**src/verilog/rtct_pkg.sv**
```systemverilog
// Package for the clock unit control and time-of-day block.
// Assumes a 32-bit register port with word indices as addresses.
`default_nettype none
package rtct_pkg;
    // Register word addresses
    localparam logic [3:0] RTCT_ADDR_CTRL = 4'h0;
    localparam logic [3:0] RTCT_ADDR_TIME = 4'h1;
    localparam logic [3:0] RTCT_ADDR_UNLK = 4'h2;
    // Control register field positions
    localparam int RTCT_CAL_LSB = 16;
    localparam int RTCT_CAL_W   = 10;
    localparam int RTCT_ON_BIT  = 15;
    localparam int RTCT_STOP_WHEN_IDLE_BIT = 13;
    localparam int RTCT_SEL_BIT = 7;
    localparam int RTCT_RUN_BIT = 6;
    localparam int RTCT_WREN_BIT = 3;
    localparam int RTCT_SYNC_BIT = 2;
    localparam int RTCT_HALF_BIT = 1;
    localparam int RTCT_OE_BIT  = 0;
    // Time register field positions
    localparam int RTCT_HOURS_TENS_LSB = 28;
    localparam int RTCT_HOURS_UNITS_LSB = 24;
    localparam int RTCT_MN10_LSB = 20;
    localparam int RTCT_MN01_LSB = 16;
    localparam int RTCT_SC10_LSB = 12;
    localparam int RTCT_SC01_LSB = 8;
    // Implemented bits of the time register
    localparam logic [31:0] RTCT_TIME_MASK = 32'h3F7F_7F00;
    // Reset values
    localparam logic [31:0] RTCT_CTRL_RST = 32'h0000_0000;
    localparam logic [31:0] RTCT_TIME_RST = 32'h0000_0000;
    // Unlock key pair, written in order to the unlock word
    localparam logic [31:0] RTCT_KEY1 = 32'hAA99_6655;
    localparam logic [31:0] RTCT_KEY2 = 32'h5566_99AA;
    // Source clock ticks per second (32.768 kHz crystal)
    localparam int RTCT_TICKS_PER_SEC = 32768;
    // Seconds per minute, for the trim window
    localparam int RTCT_SEC_PER_MIN = 60;
endpackage
`default_nettype wire

```
**src/verilog/rtct_bcd_time.sv**
```systemverilog
// BCD hours/minutes/seconds counter with a load port.
// Assumes one-cycle tick and load strobes in the system clock domain.
`timescale 1ns/1ps
`default_nettype none
module rtct_bcd_time
    import rtct_pkg::*;
(
    // Clock and reset
    input  wire logic        clk,
    input  wire logic        rst_n,
    // Control
    input  wire logic        tick,
    input  wire logic        load,
    input  wire logic [31:0] load_val,
    // Time value, masked to implemented bits
    output logic      [31:0] time_q,
    output logic             min_wrap
);
    logic [3:0] s1;
    logic [2:0] s10;
    logic [3:0] m1;
    logic [2:0] m10;
    logic [3:0] h1;
    logic [1:0] h10;

    // Register assembly, unused bits zero
    // unused read zero
    assign time_q = {2'b00, h10, h1, 1'b0, m10, m1, 1'b0, s10, s1, 8'h00};
    assign min_wrap = tick && s10 == 3'd5 && s1 == 4'd9;

    // Counter with carries
    // BCD advance wrap
    always_ff @(posedge clk or negedge rst_n) begin
        if (!rst_n) begin
            {s1, s10, m1, m10, h1, h10} <= '0;
        end else if (load) begin
            h10 <= load_val[RTCT_HOURS_TENS_LSB +: 2];
            h1  <= load_val[RTCT_HOURS_UNITS_LSB +: 4];
            m10 <= load_val[RTCT_MN10_LSB +: 3];
            m1  <= load_val[RTCT_MN01_LSB +: 4];
            s10 <= load_val[RTCT_SC10_LSB +: 3];
            s1  <= load_val[RTCT_SC01_LSB +: 4];
        end else if (tick) begin
            if (s1 != 4'd9) begin
                s1 <= s1 + 4'd1;
            end else begin
                s1 <= 4'd0;
                if (s10 != 3'd5) begin
                    s10 <= s10 + 3'd1;
                end else begin
                    s10 <= 3'd0;
                    if (m1 != 4'd9) begin
                        m1 <= m1 + 4'd1;
                    end else begin
                        m1 <= 4'd0;
                        if (m10 != 3'd5) begin
                            m10 <= m10 + 3'd1;
                        end else begin
                            m10 <= 3'd0;
                            if (h10 == 2'd2 && h1 == 4'd3) begin
                                h10 <= 2'd0;
                                h1  <= 4'd0;
                            end else if (h1 == 4'd9) begin
                                h1  <= 4'd0;
                                h10 <= h10 + 2'd1;
                            end else begin
                                h1 <= h1 + 4'd1;
                            end
                        end
                    end
                end
            end
        end
    end
endmodule
`default_nettype wire

```
**src/verilog/rtct_trim_div.sv**
```systemverilog
// Source tick divider with signed per-minute drift trim.
// Assumes src_tick is a one-cycle pulse per source clock period.
`timescale 1ns/1ps
`default_nettype none
module rtct_trim_div
    import rtct_pkg::*;
#(
    parameter int TICKS = RTCT_TICKS_PER_SEC
) (
    // Clock and reset
    input  wire logic        clk,
    input  wire logic        rst_n,
    // Control
    input  wire logic        run,
    input  wire logic        clr,
    input  wire logic        src_tick,
    input  wire logic [9:0]  trim,
    input  wire logic        min_wrap,
    // Outputs
    output logic             sec_tick,
    output logic             half_q
);
    localparam int CW = $clog2(TICKS + 1);
    logic [CW-1:0] cnt_q;
    logic [9:0]    pend_q;    // Pulses still to add or remove
    logic          neg_q;
    logic          eff_tick;

    // Positive trim adds pulses, negative swallows them
    // add pulses
    assign eff_tick = run && (pend_q != 10'd0 ? (neg_q ? 1'b0 : 1'b1) : src_tick);
    assign sec_tick = eff_tick && cnt_q == CW'(TICKS - 1);

    // Trim pending budget, reloaded at each minute wrap only
    always_ff @(posedge clk or negedge rst_n) begin
        if (!rst_n) begin
            pend_q <= '0;
            neg_q  <= 1'b0;
        end else if (clr) begin
            // Time write starts a fresh minute with no leftover trim
            neg_q  <= 1'b0;
            pend_q <= '0;
        end else if (min_wrap) begin
            neg_q  <= trim[9];
            pend_q <= trim[9] ? 10'(-trim) : trim;
        end else if (run && pend_q != 10'd0 && neg_q == src_tick) begin
            // Added pulse waits out a real tick so none is lost
            pend_q <= pend_q - 10'd1;
        end
    end

    // Sub-second counter and half-second flag
    always_ff @(posedge clk or negedge rst_n) begin
        if (!rst_n) begin
            cnt_q  <= '0;
            half_q <= 1'b0;
        end else if (clr) begin
            cnt_q  <= '0;
            half_q <= 1'b0;
        end else if (eff_tick) begin
            if (sec_tick) begin
                cnt_q  <= '0;
                half_q <= 1'b0;
            end else begin
                cnt_q <= cnt_q + CW'(1);
                if (cnt_q == CW'(TICKS / 2 - 1)) begin
                    half_q <= 1'b1;
                end
            end
        end
    end
endmodule
`default_nettype wire

```
**src/verilog/rtct_top.sv**
```systemverilog
// Clock unit control and time-of-day registers with BCD timekeeping.
// Assumes a synchronous register port and a source tick pulse input.
//
// What this block does
// - Positive trim adds N pulses per minute
// - Negative trim removes pulses per minute
// - Enable bit writable only with write gate
// - Stop-in-idle gates unit during idle
// - Select seconds or alarm; output enable gates
// - Status bit shows source clock running
// - Write gate settable only after unlock
// - Half-second flag read-only, cleared on seconds write
// - Control register reset only at power-on
// - Hours tens and units in BCD
// - Minutes tens and units in BCD
// - Seconds tens and units in BCD
// - Time writes need write gate set
// - Unused time bits read zero
//
// The address map and the strobed register port are this design's own decisions.
`timescale 1ns/1ps
`default_nettype none
module rtct_top
    import rtct_pkg::*;
#(
    parameter int TICKS = RTCT_TICKS_PER_SEC
) (
    // Clock and resets
    input  wire logic        ref_clk,
    input  wire logic        nrst,
    input  wire logic        sys_rst_n,
    // Register port
    input  wire logic [3:0]  reg_addr,
    input  wire logic [31:0] reg_wdata,
    input  wire logic        reg_wr,
    input  wire logic        reg_rd,
    output logic      [31:0] reg_rdata,
    // Source clock and system state
    input  wire logic        src_tick,
    input  wire logic        src_running,
    input  wire logic        idle_mode,
    input  wire logic        alarm_pulse,
    // Output pin
    output logic             out_pin_o,
    output logic             out_pin_oe
);
    logic        rst_s1_q;
    logic        rst_n_q;
    logic        sysr_s1_q;
    logic        sysr_q;
    logic [9:0]  cal_q;
    logic        on_q;
    logic        stop_when_idle_q;
    logic        sel_q;
    logic        wren_q;
    logic        oe_q;
    logic        unlk_q;
    logic        key1_q;
    logic        run;
    logic        sec_tick;
    logic        half_q;
    logic        min_wrap;
    logic        sec_pulse_q;
    logic        sync_q;
    logic        time_load;
    logic        wr_ctrl;
    logic        wr_time;
    logic        wr_unlk;
    logic [31:0] time_q;
    logic [31:0] ctrl_view;

    // Power-on reset release through two flops
    always_ff @(posedge ref_clk or negedge nrst) begin
        if (!nrst) begin
            rst_s1_q <= 1'b0;
            rst_n_q  <= 1'b0;
        end else begin
            rst_s1_q <= 1'b1;
            rst_n_q  <= rst_s1_q;
        end
    end

    // Other reset sources, synchronised level
    always_ff @(posedge ref_clk or negedge rst_n_q) begin
        if (!rst_n_q) begin
            sysr_s1_q <= 1'b0;
            sysr_q    <= 1'b0;
        end else begin
            sysr_s1_q <= !sys_rst_n;
            sysr_q    <= sysr_s1_q;
        end
    end

    // Write decode
    assign wr_ctrl = reg_wr && reg_addr == RTCT_ADDR_CTRL;
    assign wr_time = reg_wr && reg_addr == RTCT_ADDR_TIME;
    assign wr_unlk = reg_wr && reg_addr == RTCT_ADDR_UNLK;

    // Unlock sequence: two keys back to back, a control write or other unlock data cancels
    always_ff @(posedge ref_clk or negedge rst_n_q) begin
        if (!rst_n_q) begin
            key1_q <= 1'b0;
            unlk_q <= 1'b0;
        end else if (sysr_q) begin
            key1_q <= 1'b0;
            unlk_q <= 1'b0;
        end else if (wr_unlk) begin
            key1_q <= reg_wdata == RTCT_KEY1;
            unlk_q <= key1_q && reg_wdata == RTCT_KEY2;
        end else if (wr_ctrl) begin
            key1_q <= 1'b0;
        end
    end

    // Control register, cleared only by power-on reset
    // power-on only
    always_ff @(posedge ref_clk or negedge rst_n_q) begin
        if (!rst_n_q) begin
            cal_q  <= RTCT_CTRL_RST[RTCT_CAL_LSB +: RTCT_CAL_W];
            on_q   <= RTCT_CTRL_RST[RTCT_ON_BIT];
            stop_when_idle_q <= RTCT_CTRL_RST[RTCT_STOP_WHEN_IDLE_BIT];
            sel_q  <= RTCT_CTRL_RST[RTCT_SEL_BIT];
            wren_q <= RTCT_CTRL_RST[RTCT_WREN_BIT];
            oe_q   <= RTCT_CTRL_RST[RTCT_OE_BIT];
        end else if (wr_ctrl) begin
            cal_q  <= reg_wdata[RTCT_CAL_LSB +: RTCT_CAL_W];
            stop_when_idle_q <= reg_wdata[RTCT_STOP_WHEN_IDLE_BIT];
            sel_q  <= reg_wdata[RTCT_SEL_BIT];
            oe_q   <= reg_wdata[RTCT_OE_BIT];
            if (wren_q) begin
                on_q <= reg_wdata[RTCT_ON_BIT];
            end
            if (!reg_wdata[RTCT_WREN_BIT]) begin
                wren_q <= 1'b0;
            end else if (unlk_q) begin
                wren_q <= 1'b1;
            end
        end
    end

    // Unit runs when enabled and not stopped by idle
    // idle clock gating
    assign run = on_q && !(stop_when_idle_q && idle_mode);

    assign time_load = wr_time && wren_q;

    // Seconds divider with trim; time write clears half-second
    // clear on seconds write
    rtct_trim_div #(
        .TICKS    (TICKS)
    ) u_div (
        .clk      (ref_clk),
        .rst_n    (rst_n_q),
        .run      (run),
        .clr      (time_load),
        .src_tick (src_tick),
        .trim     (cal_q),
        .min_wrap (min_wrap),
        .sec_tick (sec_tick),
        .half_q   (half_q)
    );

    // BCD time counter
    rtct_bcd_time u_time (
        .clk      (ref_clk),
        .rst_n    (rst_n_q),
        .tick     (sec_tick),
        .load     (time_load),
        .load_val (reg_wdata),
        .time_q   (time_q),
        .min_wrap (min_wrap)
    );

    // Rollover warning: high in the last half second before a tick
    always_ff @(posedge ref_clk or negedge rst_n_q) begin
        if (!rst_n_q) begin
            sync_q      <= 1'b0;
            sec_pulse_q <= 1'b0;
        end else begin
            sync_q      <= run && half_q;
            sec_pulse_q <= run && !half_q;
        end
    end

    // Output pin from flops
    // output source select
    always_ff @(posedge ref_clk or negedge rst_n_q) begin
        if (!rst_n_q) begin
            out_pin_o  <= 1'b0;
            out_pin_oe <= 1'b0;
        end else begin
            out_pin_o  <= sel_q ? sec_pulse_q : alarm_pulse;
            out_pin_oe <= oe_q;
        end
    end

    // Control register read view
    // source running status
    always_comb begin
        ctrl_view = '0;
        ctrl_view[RTCT_CAL_LSB +: RTCT_CAL_W] = cal_q;
        ctrl_view[RTCT_ON_BIT]   = on_q;
        ctrl_view[RTCT_STOP_WHEN_IDLE_BIT] = stop_when_idle_q;
        ctrl_view[RTCT_SEL_BIT]  = sel_q;
        ctrl_view[RTCT_RUN_BIT]  = src_running;
        ctrl_view[RTCT_WREN_BIT] = wren_q;
        ctrl_view[RTCT_SYNC_BIT] = sync_q;
        ctrl_view[RTCT_HALF_BIT] = half_q;
        ctrl_view[RTCT_OE_BIT]   = oe_q;
    end

    // Read data one cycle after strobe, zero otherwise
    always_ff @(posedge ref_clk or negedge rst_n_q) begin
        if (!rst_n_q) begin
            reg_rdata <= '0;
        end else if (reg_rd) begin
            case (reg_addr)
                RTCT_ADDR_CTRL: reg_rdata <= ctrl_view;
                RTCT_ADDR_TIME: reg_rdata <= time_q & RTCT_TIME_MASK;
                default:        reg_rdata <= '0;
            endcase
        end else begin
            reg_rdata <= '0;
        end
    end
endmodule
`default_nettype wire

```
**config.mk**
```make
export PLATFORM = sky130hd
export DESIGN_NAME = rtct_top
export DESIGN_NICKNAME = d
export VERILOG_FILES = /design/src/verilog/rtct_pkg.sv /design/src/verilog/rtct_bcd_time.sv /design/src/verilog/rtct_trim_div.sv /design/src/verilog/rtct_top.sv
export SDC_FILE = /design/constraint.sdc
export NUM_CORES = 1
export LEC_CHECK = 0
export ABC_AREA = 1
export BUFFER_PORTS_ARGS = -buffer_cell sky130_fd_sc_hd__buf_2
export CAP_MARGIN = 20
export CORE_MARGIN = 2
export CORE_UTILIZATION = 55
export DETAILED_ROUTE_END_ITERATION = 12
export HOLD_SLACK_MARGIN = 0.08
export PLACE_DENSITY_LB_ADDON = 0.2
export SETUP_SLACK_MARGIN = 0.4
export SLEW_MARGIN = 25
export SYNTH_ARGS = -nofsm -noshare
export SYNTH_HDL_FRONTEND = slang
export SYNTH_SLANG_ARGS = --single-unit
```
**constraint.sdc**
```tcl
create_clock -name ref_clk -period 3.4 [get_ports ref_clk]
set_input_delay 0.17 -clock ref_clk [delete_from_list [all_inputs] [get_ports ref_clk]]
set_output_delay 0.17 -clock ref_clk [all_outputs]
set_load 0.1 [all_outputs]
```
==> qor_table.md, run 1 <==
| Step | Quantity | This run |
|---|---|---|
| status | Run status | completed |
| min path | Worst hold path class | input port to flip-flop |
| sta | Final hold vios | 0 |
| yosys | Seq cells post-synth | 101 |
| power | Power density cells | 414 nW/um^2 |
| sta | Ratio of final minimum period to clock period | 68.7% |
| sta | PnR worst setup slack | 1.06 ns |
| sta | Setup-violating endpoint count in the final report | 0 |
| critical path | Critical Path End Type | flip-flop |
| clocking | Clock insertion delay at the later pin of the skew report | 0.39 ns |
| sta | Minimum period implied by the final worst setup slack | 2.34 ns |
| place | Placed cell count | 900 |
| grt | Overflow left after global routing | 0 |
| power | Total leakage power | 3.28 nW |
| yosys | Post-synthesis instance area | 5530 sq um |
| critical path | Setup Crit Path Kind | flip-flop to flip-flop |
| yosys | Number of library cell types mapped by synthesis | 41 |
| clocking | Count of H-tree levels built during CTS | 3 |
| clocking | Root buffer cell | sky130_fd_sc_hd__clkbuf_8 |
| critical path | Number of buffer and inverter stages on the critical path | 1 |
| sta | Slew Viols, Final | 0 |
| cells and area | Area taken by multi-input logic gates | 2490 sq um |
| critical path | Kind of launch point of the worst setup path | flip-flop |
| place | HPWL Detailed | 9.96 mm |
| cells and area | Area growth, synth to finish | 13.7% |
| grt | All-Layer GR Usage | 26.3% |
| routing | Routed via count divided by cell count | 5.43 |
| sta | Relative slew slack | 35.5% |
| routing | Aggregate routed wire length | 13.5 mm |
| place | GP Congestion | 0.904 |
| critical path | Required time of the critical path | 3.67 ns |
| clocking | Buffers from clock root to sink, at most | 2 |
| routing | Routed wire per std cell | 14.6 um |
| routing | Detailed Route Iter0 Violations | 413 |
| clocking | Number of buffers inserted for hold repair after clock tree synthesis | 10 |
| cells and area | Final standard cell utilization of the core | 64.3% |
| critical path | Crit path DAT | 2.60 ns |
| clocking | Clock transition at the registers of the reported paths | 0.10 ns |
| sta | Fin Hold WS | 0.0984 ns |
| yosys | Share of the synthesized area in the top cell type | 45.7% |
| cells and area | Final Net Count | 839 |
| yosys | Sequential fraction of the synthesis area | 45.7% |
| yosys | Cells taking the most area after synthesis | sky130_fd_sc_hd__dfrtp_1, sky130_fd_sc_hd__nand2_1, sky130_fd_sc_hd__inv_1, sky130_fd_sc_hd__o21ai_0, sky130_fd_sc_hd__nand3_1 |
| cells and area | FF+latch area | 2530 sq um |
| place | Number of I/O port buffers | 74 |
| cells and area | Fillers | 862 |
| sta | Post-route setup TNS | 0 ns |
| floorplanning | Die Y-Extent | 104 um |
| routing | Number of detailed-routing iterations run before antenna repair | 5 |
| critical path | Cell family contributing the most delay on the critical path | simple AND/OR/NAND/NOR gates |
| clocking | Post-CTS Resized | 0 |
| power | VDD IR-drop max | 0.000272 V |
| sta | Clock tree skew after final layout | 0.0147 ns |
| routing | Number of nets with antenna violations after detailed routing | 0 |
| floorplanning | Number of I/O pins | 79 |
| yosys | Count of warnings emitted by yosys | 0 |
| floorplanning | Starting Density | 56.5% |
| cells and area | Share of post-route cells with drive strength above 1 | 15.3% |
| floorplanning | Total die area | 10900 sq um |
| place | Worst-case setup slack after placement | 1.09 ns |
| critical path | Critical-path maximum fanout | 25 |
| floorplanning | Standard-cell rows | 36 |
| yosys | Mapped Cells | 706 |
| yosys | Area leader, netlist | sky130_fd_sc_hd__dfrtp_1 |
| sta | Setup repair after global routing missed its margin | no |
| routing | Number of vias after detailed routing | 5020 |
| sta | Least-Margin Pin Slew | 0.963 ns |
| clocking | Clock sink total | 101 |
| critical path | Critical Path Max Stage Delay | 0.41 ns |
| clocking | CTS tree | built |
| flow run | MaxCap Viol Count | 0 |
| critical path | Library cell contributing the largest single delay on the critical path | sky130_fd_sc_hd__dfrtp_1 |
| grt | Initial antenna violation count | 0 |
| grt | Wire length of the first global-routing pass | 22.9 mm |
| grt | Largest net degree at the start of global routing | 49 |
| sta | Peak Freq | 428 MHz |
| grt | Vias in the first global route | 4881 |
| clocking | CTS buffer count | 9 |
| cells and area | N_diodes | 0 |
| cells and area | Non-Filler Instances | 925 |
| routing | Residual DRC | 0 |
| floorplanning | Die X | 104 um |
| critical path | Most frequent cell on the critical path | sky130_fd_sc_hd__nand2_4 |
| clocking | Post-CTS Repair Setup Buffers | 0 |
| critical path | Ordered list of cells on the worst path | inv_1 > ha_1 > nand3_1 > o21a_2 > nor2_8 > nand2_4 > nand2_4 > nand2_4 > nand3_1 > nand2_1 |
| floorplanning | Placeable core region | 9770 sq um |
| yosys | Synthesized area divided by synthesized cell count | 7.83 sq um |
==> cells in the mapped netlist, drive strengths merged <==
| cell type | n |
|---|---|
| inv | 104 |
| o21ai | 63 |
| nor4 | 5 |
| buf | 12 |
| a31oi | 4 |
| ha | 6 |
| o31ai | 2 |
| xnor2 | 3 |
| a21oi | 10 |
| or2 | 2 |
| nor3 | 20 |
| nand3 | 59 |
| nand4 | 41 |
| nand3b | 3 |
| o21a | 2 |
| o211ai | 2 |
| clkinv | 1 |
| nor2 | 60 |
| o32ai | 1 |
| xor2 | 20 |
| clkbuf | 10 |
| conb | 2 |
| o2111ai | 2 |
| nand2 | 160 |
| dfrtp | 101 |
| o22ai | 11 |
==> power by group <==
group          internal, mW  switching [mW]  leakage (nW)
clock                 0.338           0.422        0.0996
sequential             1.28           0.101          1.34
combinational         0.149           0.311          1.85
total                  1.77           0.834          3.28
==> metrics by stage <==
| step | area, sq um | power [mW] |
|---|---|---|
| after floorplan | 5540 | 1.72 |
| after global placement | 6000 | 1.84 |
| after detailed placement | 6000 | 1.85 |
| after CTS | 6280 | 2.62 |
| after global routing | 6280 | 2.73 |
| final | 6280 | 2.60 |
==> cells by family (layout without fill, tap and decap cells) <==
logic type | Yosys count | after routing | synth area share [%]
compound gates | 97 | 97 | 9.90
xor+xnor | 23 | 23 | 3.65
fa+ha+maj | 6 | 6 | 1.36
buf+inv | 127 | 210 | 9.44
flops | 101 | 101 | 45.7
other cells | 2 | 5 | 0.136
simple gates | 350 | 350 | 29.8
==> path summary, 6_finish.rpt <==
kind	start	end	slack, ns	cells past startpoint
worst max-delay path	u_div.pend_q[0]$_DFFE_PN0P_	u_div.pend_q[9]$_DFFE_PN0P_	1.06	10
worst min-delay path	reg_wdata[16]	cal_q[0]$_DFFE_PN0P_	0.1	3
worst max register to register	u_div.pend_q[0]$_DFFE_PN0P_	u_div.pend_q[9]$_DFFE_PN0P_	1.06	10
worst min register to register	rst_n_q$_DFF_PN0_	unlk_q$_DFFE_PN0P_	0.36	0
max in group asynchronous	rst_n_q$_DFF_PN0_	u_div.pend_q[5]$_DFFE_PN0P_	2.21	1
min in group asynchronous	rst_n_q$_DFF_PN0_	unlk_q$_DFFE_PN0P_	0.36	0
==> area by class of cell <==
| class | count | share of cell area, % |
|---|---|---|
| multi-input cells | 481 | 39.6 |
| clock buffers | 9 | 1.97 |
| inverters | 105 | 6.29 |
| clock inverters | 6 | 0.996 |
| repair buffers | 90 | 8.21 |
| flip-flops and latches | 101 | 40.3 |
| well taps | 133 | 2.65 |
==> metal layers <==
metal / track usage (%) / part of all wire, % / vias up / routed length (um)
li1: - / - / 2469 / -
met1: 34.1 / 44 / 2394 / 5930
met2: 44.0 / 49 / 134 / 6640
met3: 5.33 / 4.9 / 23 / 661
met4: 9.17 / 1.8 / 0 / 248
met5: 0 / 0 / - / 0
==> state kept, by name, summed over array words and instances (netlist names), 2 cells and up <==
register and cells:
cal_q 10, reg_rdata 28, u_div.cnt_q 16, u_div.pend_q 10, u_time.h1 4, u_time.h10 2
u_time.m1 4, u_time.m10 3, u_time.s1 4, u_time.s10 3
==> worst min-delay path, stage by stage <==
cell                      delay, ns
sky130_fd_sc_hd__buf_2         0.10
sky130_fd_sc_hd__inv_1         0.08
sky130_fd_sc_hd__o21ai_0       0.09
==> placed cells by master (no fill, tap or decap), types with 2 or more instances in the layout <==
master | synthesis | layout
sky130_fd_sc_hd__nor2_1 | 56 | 56
sky130_fd_sc_hd__o21ai_1 | 6 | 6
sky130_fd_sc_hd__nand4_1 | 41 | 41
sky130_fd_sc_hd__conb_1 | 2 | 5
sky130_fd_sc_hd__clkinv_2 | 1 | 4
sky130_fd_sc_hd__clkbuf_8 | 0 | 9
sky130_fd_sc_hd__nand3b_1 | 3 | 3
sky130_fd_sc_hd__nand2_1 | 155 | 155
sky130_fd_sc_hd__a31oi_1 | 4 | 4
sky130_fd_sc_hd__nand2_2 | 2 | 2
sky130_fd_sc_hd__inv_1 | 99 | 99
sky130_fd_sc_hd__or2_2 | 2 | 2
sky130_fd_sc_hd__nand3_4 | 2 | 2
sky130_fd_sc_hd__nor2_4 | 2 | 2
sky130_fd_sc_hd__o2111ai_1 | 2 | 2
sky130_fd_sc_hd__nand2_4 | 3 | 3
sky130_fd_sc_hd__nor3_1 | 20 | 20
sky130_fd_sc_hd__dfrtp_1 | 101 | 100
sky130_fd_sc_hd__xnor2_1 | 3 | 3
sky130_fd_sc_hd__buf_4 | 5 | 6
sky130_fd_sc_hd__nor4_1 | 5 | 5
sky130_fd_sc_hd__inv_2 | 5 | 5
sky130_fd_sc_hd__xor2_1 | 20 | 20
sky130_fd_sc_hd__nand3_2 | 3 | 3
sky130_fd_sc_hd__ha_1 | 6 | 6
sky130_fd_sc_hd__o211ai_1 | 2 | 2
sky130_fd_sc_hd__o22ai_1 | 11 | 11
sky130_fd_sc_hd__buf_2 | 5 | 74
sky130_fd_sc_hd__nand3_1 | 54 | 54
sky130_fd_sc_hd__dlygate4sd3_1 | 0 | 10
sky130_fd_sc_hd__a21oi_1 | 9 | 9
sky130_fd_sc_hd__o31ai_1 | 2 | 2
sky130_fd_sc_hd__o21ai_0 | 56 | 56
sky130_fd_sc_hd__inv_6 | 0 | 2
(Power assumes the default switching activity.)
==> inputs of run 2 (changes only) <==
clock period = 2.3 ns   (was 3.4 ns; I/O delays follow)
==> qor_table.md, run 2 (synthesis gave the netlist of run 1 again) <==
| Step | Quantity | This run | vs previous |
|---|---|---|---|
| status | Run status | completed |  |
| critical path | Crit path DAT | 2.25 ns | -0.35 ns |
| grt | All-Layer GR Usage | 28.6% | +2.3 points |
| sta | Ratio of final minimum period to clock period | 83.4% | +15 points |
| clocking | Root buffer cell | sky130_fd_sc_hd__clkbuf_8 |  |
| sta | Final hold vios | 0 | unchanged |
| sta | Least-Margin Pin Slew | 0.678 ns | -0.284 ns |
| sta | Minimum period implied by the final worst setup slack | 1.92 ns | -0.417 ns |
| routing | Number of nets with antenna violations after detailed routing | 0 | unchanged |
| routing | Routed via count divided by cell count | 5.54 | +2.0% |
| power | Total leakage power | 3.55 nW | +8.0% |
| place | GP Congestion | 0.908 | +0.42% |
| routing | Number of vias after detailed routing | 5381 | +7.2% |
| critical path | Setup Crit Path Kind | flip-flop to flip-flop |  |
| cells and area | Final Net Count | 885 | +5.5% |
| cells and area | Largest reg by FF count | reg_rdata |  |
| floorplanning | Standard-cell rows | 36 | unchanged |
| clocking | CTS tree | built |  |
| floorplanning | Total die area | 10900 sq um | unchanged |
| floorplanning | Starting Density | 56.5% | unchanged |
| routing | Number of detailed-routing iterations run before antenna repair | 7 | +2 |
| critical path | Required time of the critical path | 2.63 ns | -1.04 ns |
| floorplanning | Number of I/O pins | 79 | unchanged |
| cells and area | Area growth, synth to finish | 25.0% |  |
| sta | Slew Viols, Final | 0 | unchanged |
| floorplanning | Die Y-Extent | 104 um | unchanged |
| sta | Clock tree skew after final layout | 0.0144 ns | -0.000329 ns |
| routing | Residual DRC | 0 | unchanged |
| floorplanning | Placeable core region | 9770 sq um | unchanged |
| grt | Wire length of the first global-routing pass | 24.5 mm | +7.2% |
| sta | Setup repair after global routing missed its margin | yes |  |
| routing | Aggregate routed wire length | 15.3 mm | +14% |
| clocking | Clock sink total | 101 | unchanged |
| sta | Relative slew slack | 54.7% | +19 points |
| cells and area | Largest registers | reg_rdata x28, u_div.cnt_q x16 |  |
| place | Number of I/O port buffers | 74 | unchanged |
| cells and area | Most common cell after layout, fill and taps aside | sky130_fd_sc_hd__nand2_1 |  |
| routing | Routed wire per std cell | 15.8 um | +8.1% |
| cells and area | N_diodes | 0 | unchanged |
| power | Total Power | 4.11 mW | +58% |
| critical path | Critical Path End Type | flip-flop |  |
| power | Power density cells | 596 nW/um^2 | +44% |
| clocking | Clock transition at the registers of the reported paths | 0.10 ns | about the same |
| sta | Post-route setup TNS | 0 ns | unchanged |
| cells and area | Share of post-route cells with drive strength above 1 | 21.5% | +6.2 points |
| grt | Largest net degree at the start of global routing | 50 | +2.0% |
| grt | Initial antenna violation count | 0 | unchanged |
| place | HPWL Detailed | 10.5 mm | +5.2% |
| clocking | CTS buffer count | 9 | unchanged |
| clocking | Buffers from clock root to sink, at most | 2 | unchanged |
| cells and area | Flip-flop count of the largest register after layout | 28 | unchanged |
| floorplanning | Die X | 104 um | unchanged |
| critical path | Kind of launch point of the worst setup path | flip-flop |  |
| min path | Worst hold path class | input port to flip-flop |  |
| grt | Overflow left after global routing | 0 | unchanged |
| clocking | Count of H-tree levels built during CTS | 3 | unchanged |
| grt | Vias in the first global route | 5196 | +6.5% |
| cells and area | Top library cells by usage in the layout, fill and taps aside | sky130_fd_sc_hd__nand2_1, sky130_fd_sc_hd__dfrtp_1, sky130_fd_sc_hd__inv_1 |  |
| sta | Setup-violating endpoint count in the final report | 0 | unchanged |
| routing | Detailed Route Iter0 Violations | 443 | +7.3% |
| power | VDD IR-drop max | 0.000386 V | +42% |
| clocking | Clock insertion delay at the later pin of the skew report | 0.40 ns | about the same |
| flow run | MaxCap Viol Count | 0 | unchanged |
| critical path | Critical-path maximum fanout | 8 | -68% |
| sta | Peak Freq | 521 MHz | +22% |
-- run 2: repair_timing --
action,in CTS,in global routing
setup buffers,8,10
gates cloned,1,2
pin swaps,3,20
endpoints found under the setup margin,39,46
gates resized for setup,11,39
hold endpoints to repair,25,0
hold buffers,24,0
-- run 2: path summary, 6_finish.rpt --
path / startpoint / to / slack, ns / cells past startpoint
min: reg_wdata[12] / key1_q$_DFFE_PN0P_ / 0.08 / 4
min in group asynchronous: rst_n_q$_DFF_PN0_ / unlk_q$_DFFE_PN0P_ / 0.37 / 0
max reg2reg: u_div.pend_q[0]$_DFFE_PN0P_ / u_div.pend_q[8]$_DFFE_PN0P_ / 0.38 / 10
max: u_div.pend_q[0]$_DFFE_PN0P_ / u_div.pend_q[8]$_DFFE_PN0P_ / 0.38 / 10
max in group asynchronous: rst_n_q$_DFF_PN0_ / u_div.pend_q[8]$_DFFE_PN0P_ / 1.27 / 1
min reg2reg: rst_n_q$_DFF_PN0_ / unlk_q$_DFFE_PN0P_ / 0.37 / 0
-- run 2: where the power goes --
group | leakage [nW] | internal (mW) | switching [mW]
clock network | 0.118 | 0.631 | 0.670
logic | 2.10 | 0.273 | 0.493
registers | 1.33 | 1.90 | 0.148
total | 3.55 | 2.80 | 1.31
-- run 2: critical path: stages, from the launching register on --
cell                      delay (ns)
sky130_fd_sc_hd__dfrtp_1        0.41
sky130_fd_sc_hd__inv_2          0.10
sky130_fd_sc_hd__ha_4           0.15
sky130_fd_sc_hd__nand3_4        0.08
sky130_fd_sc_hd__o21a_4         0.24
sky130_fd_sc_hd__nor2_8         0.16
sky130_fd_sc_hd__buf_8          0.14
sky130_fd_sc_hd__nand3_4        0.14
sky130_fd_sc_hd__a21oi_4        0.26
sky130_fd_sc_hd__nand2_1        0.09
sky130_fd_sc_hd__nand2_1        0.07
-- run 2: final cells by class --
cell class / count / area [sq um]
Fill cell: 783 / 2870
Tap cell: 133 / 166
Inverter: 105 / 395
Multi-Input combinational cell: 484 / 2680
Clock inverter: 7 / 105
Clock buffer: 9 / 124
Timing Repair Buffer: 133 / 905
Sequential cell: 101 / 2530
-- run 2: layer usage --
metal,vias to the layer above,share of wire (%),global-route usage [%],wire [um]
met3,51,6.6,7.21,1010
met4,0,3.6,13.3,555
met5,-,0,0,0
met1,2534,41,35.9,6260
li1,2571,-,-,-
met2,225,49,46.5,7490
-- run 2: through the flow --
stage                     cells  hold slack, ns  worst slack [ns]  utilization [%]  area [sq um]
after floorplan             709          -0.181             0.506                -          5540
after global placement      911          -0.101             0.208             62.3          6090
after detailed placement    911         -0.0964             0.137             62.3          6090
after CTS                   960          0.0805             0.402             68.3          6670
after global routing        972           0.100             0.288             70.6          6900
final                       972          0.0818             0.382             70.6          6900
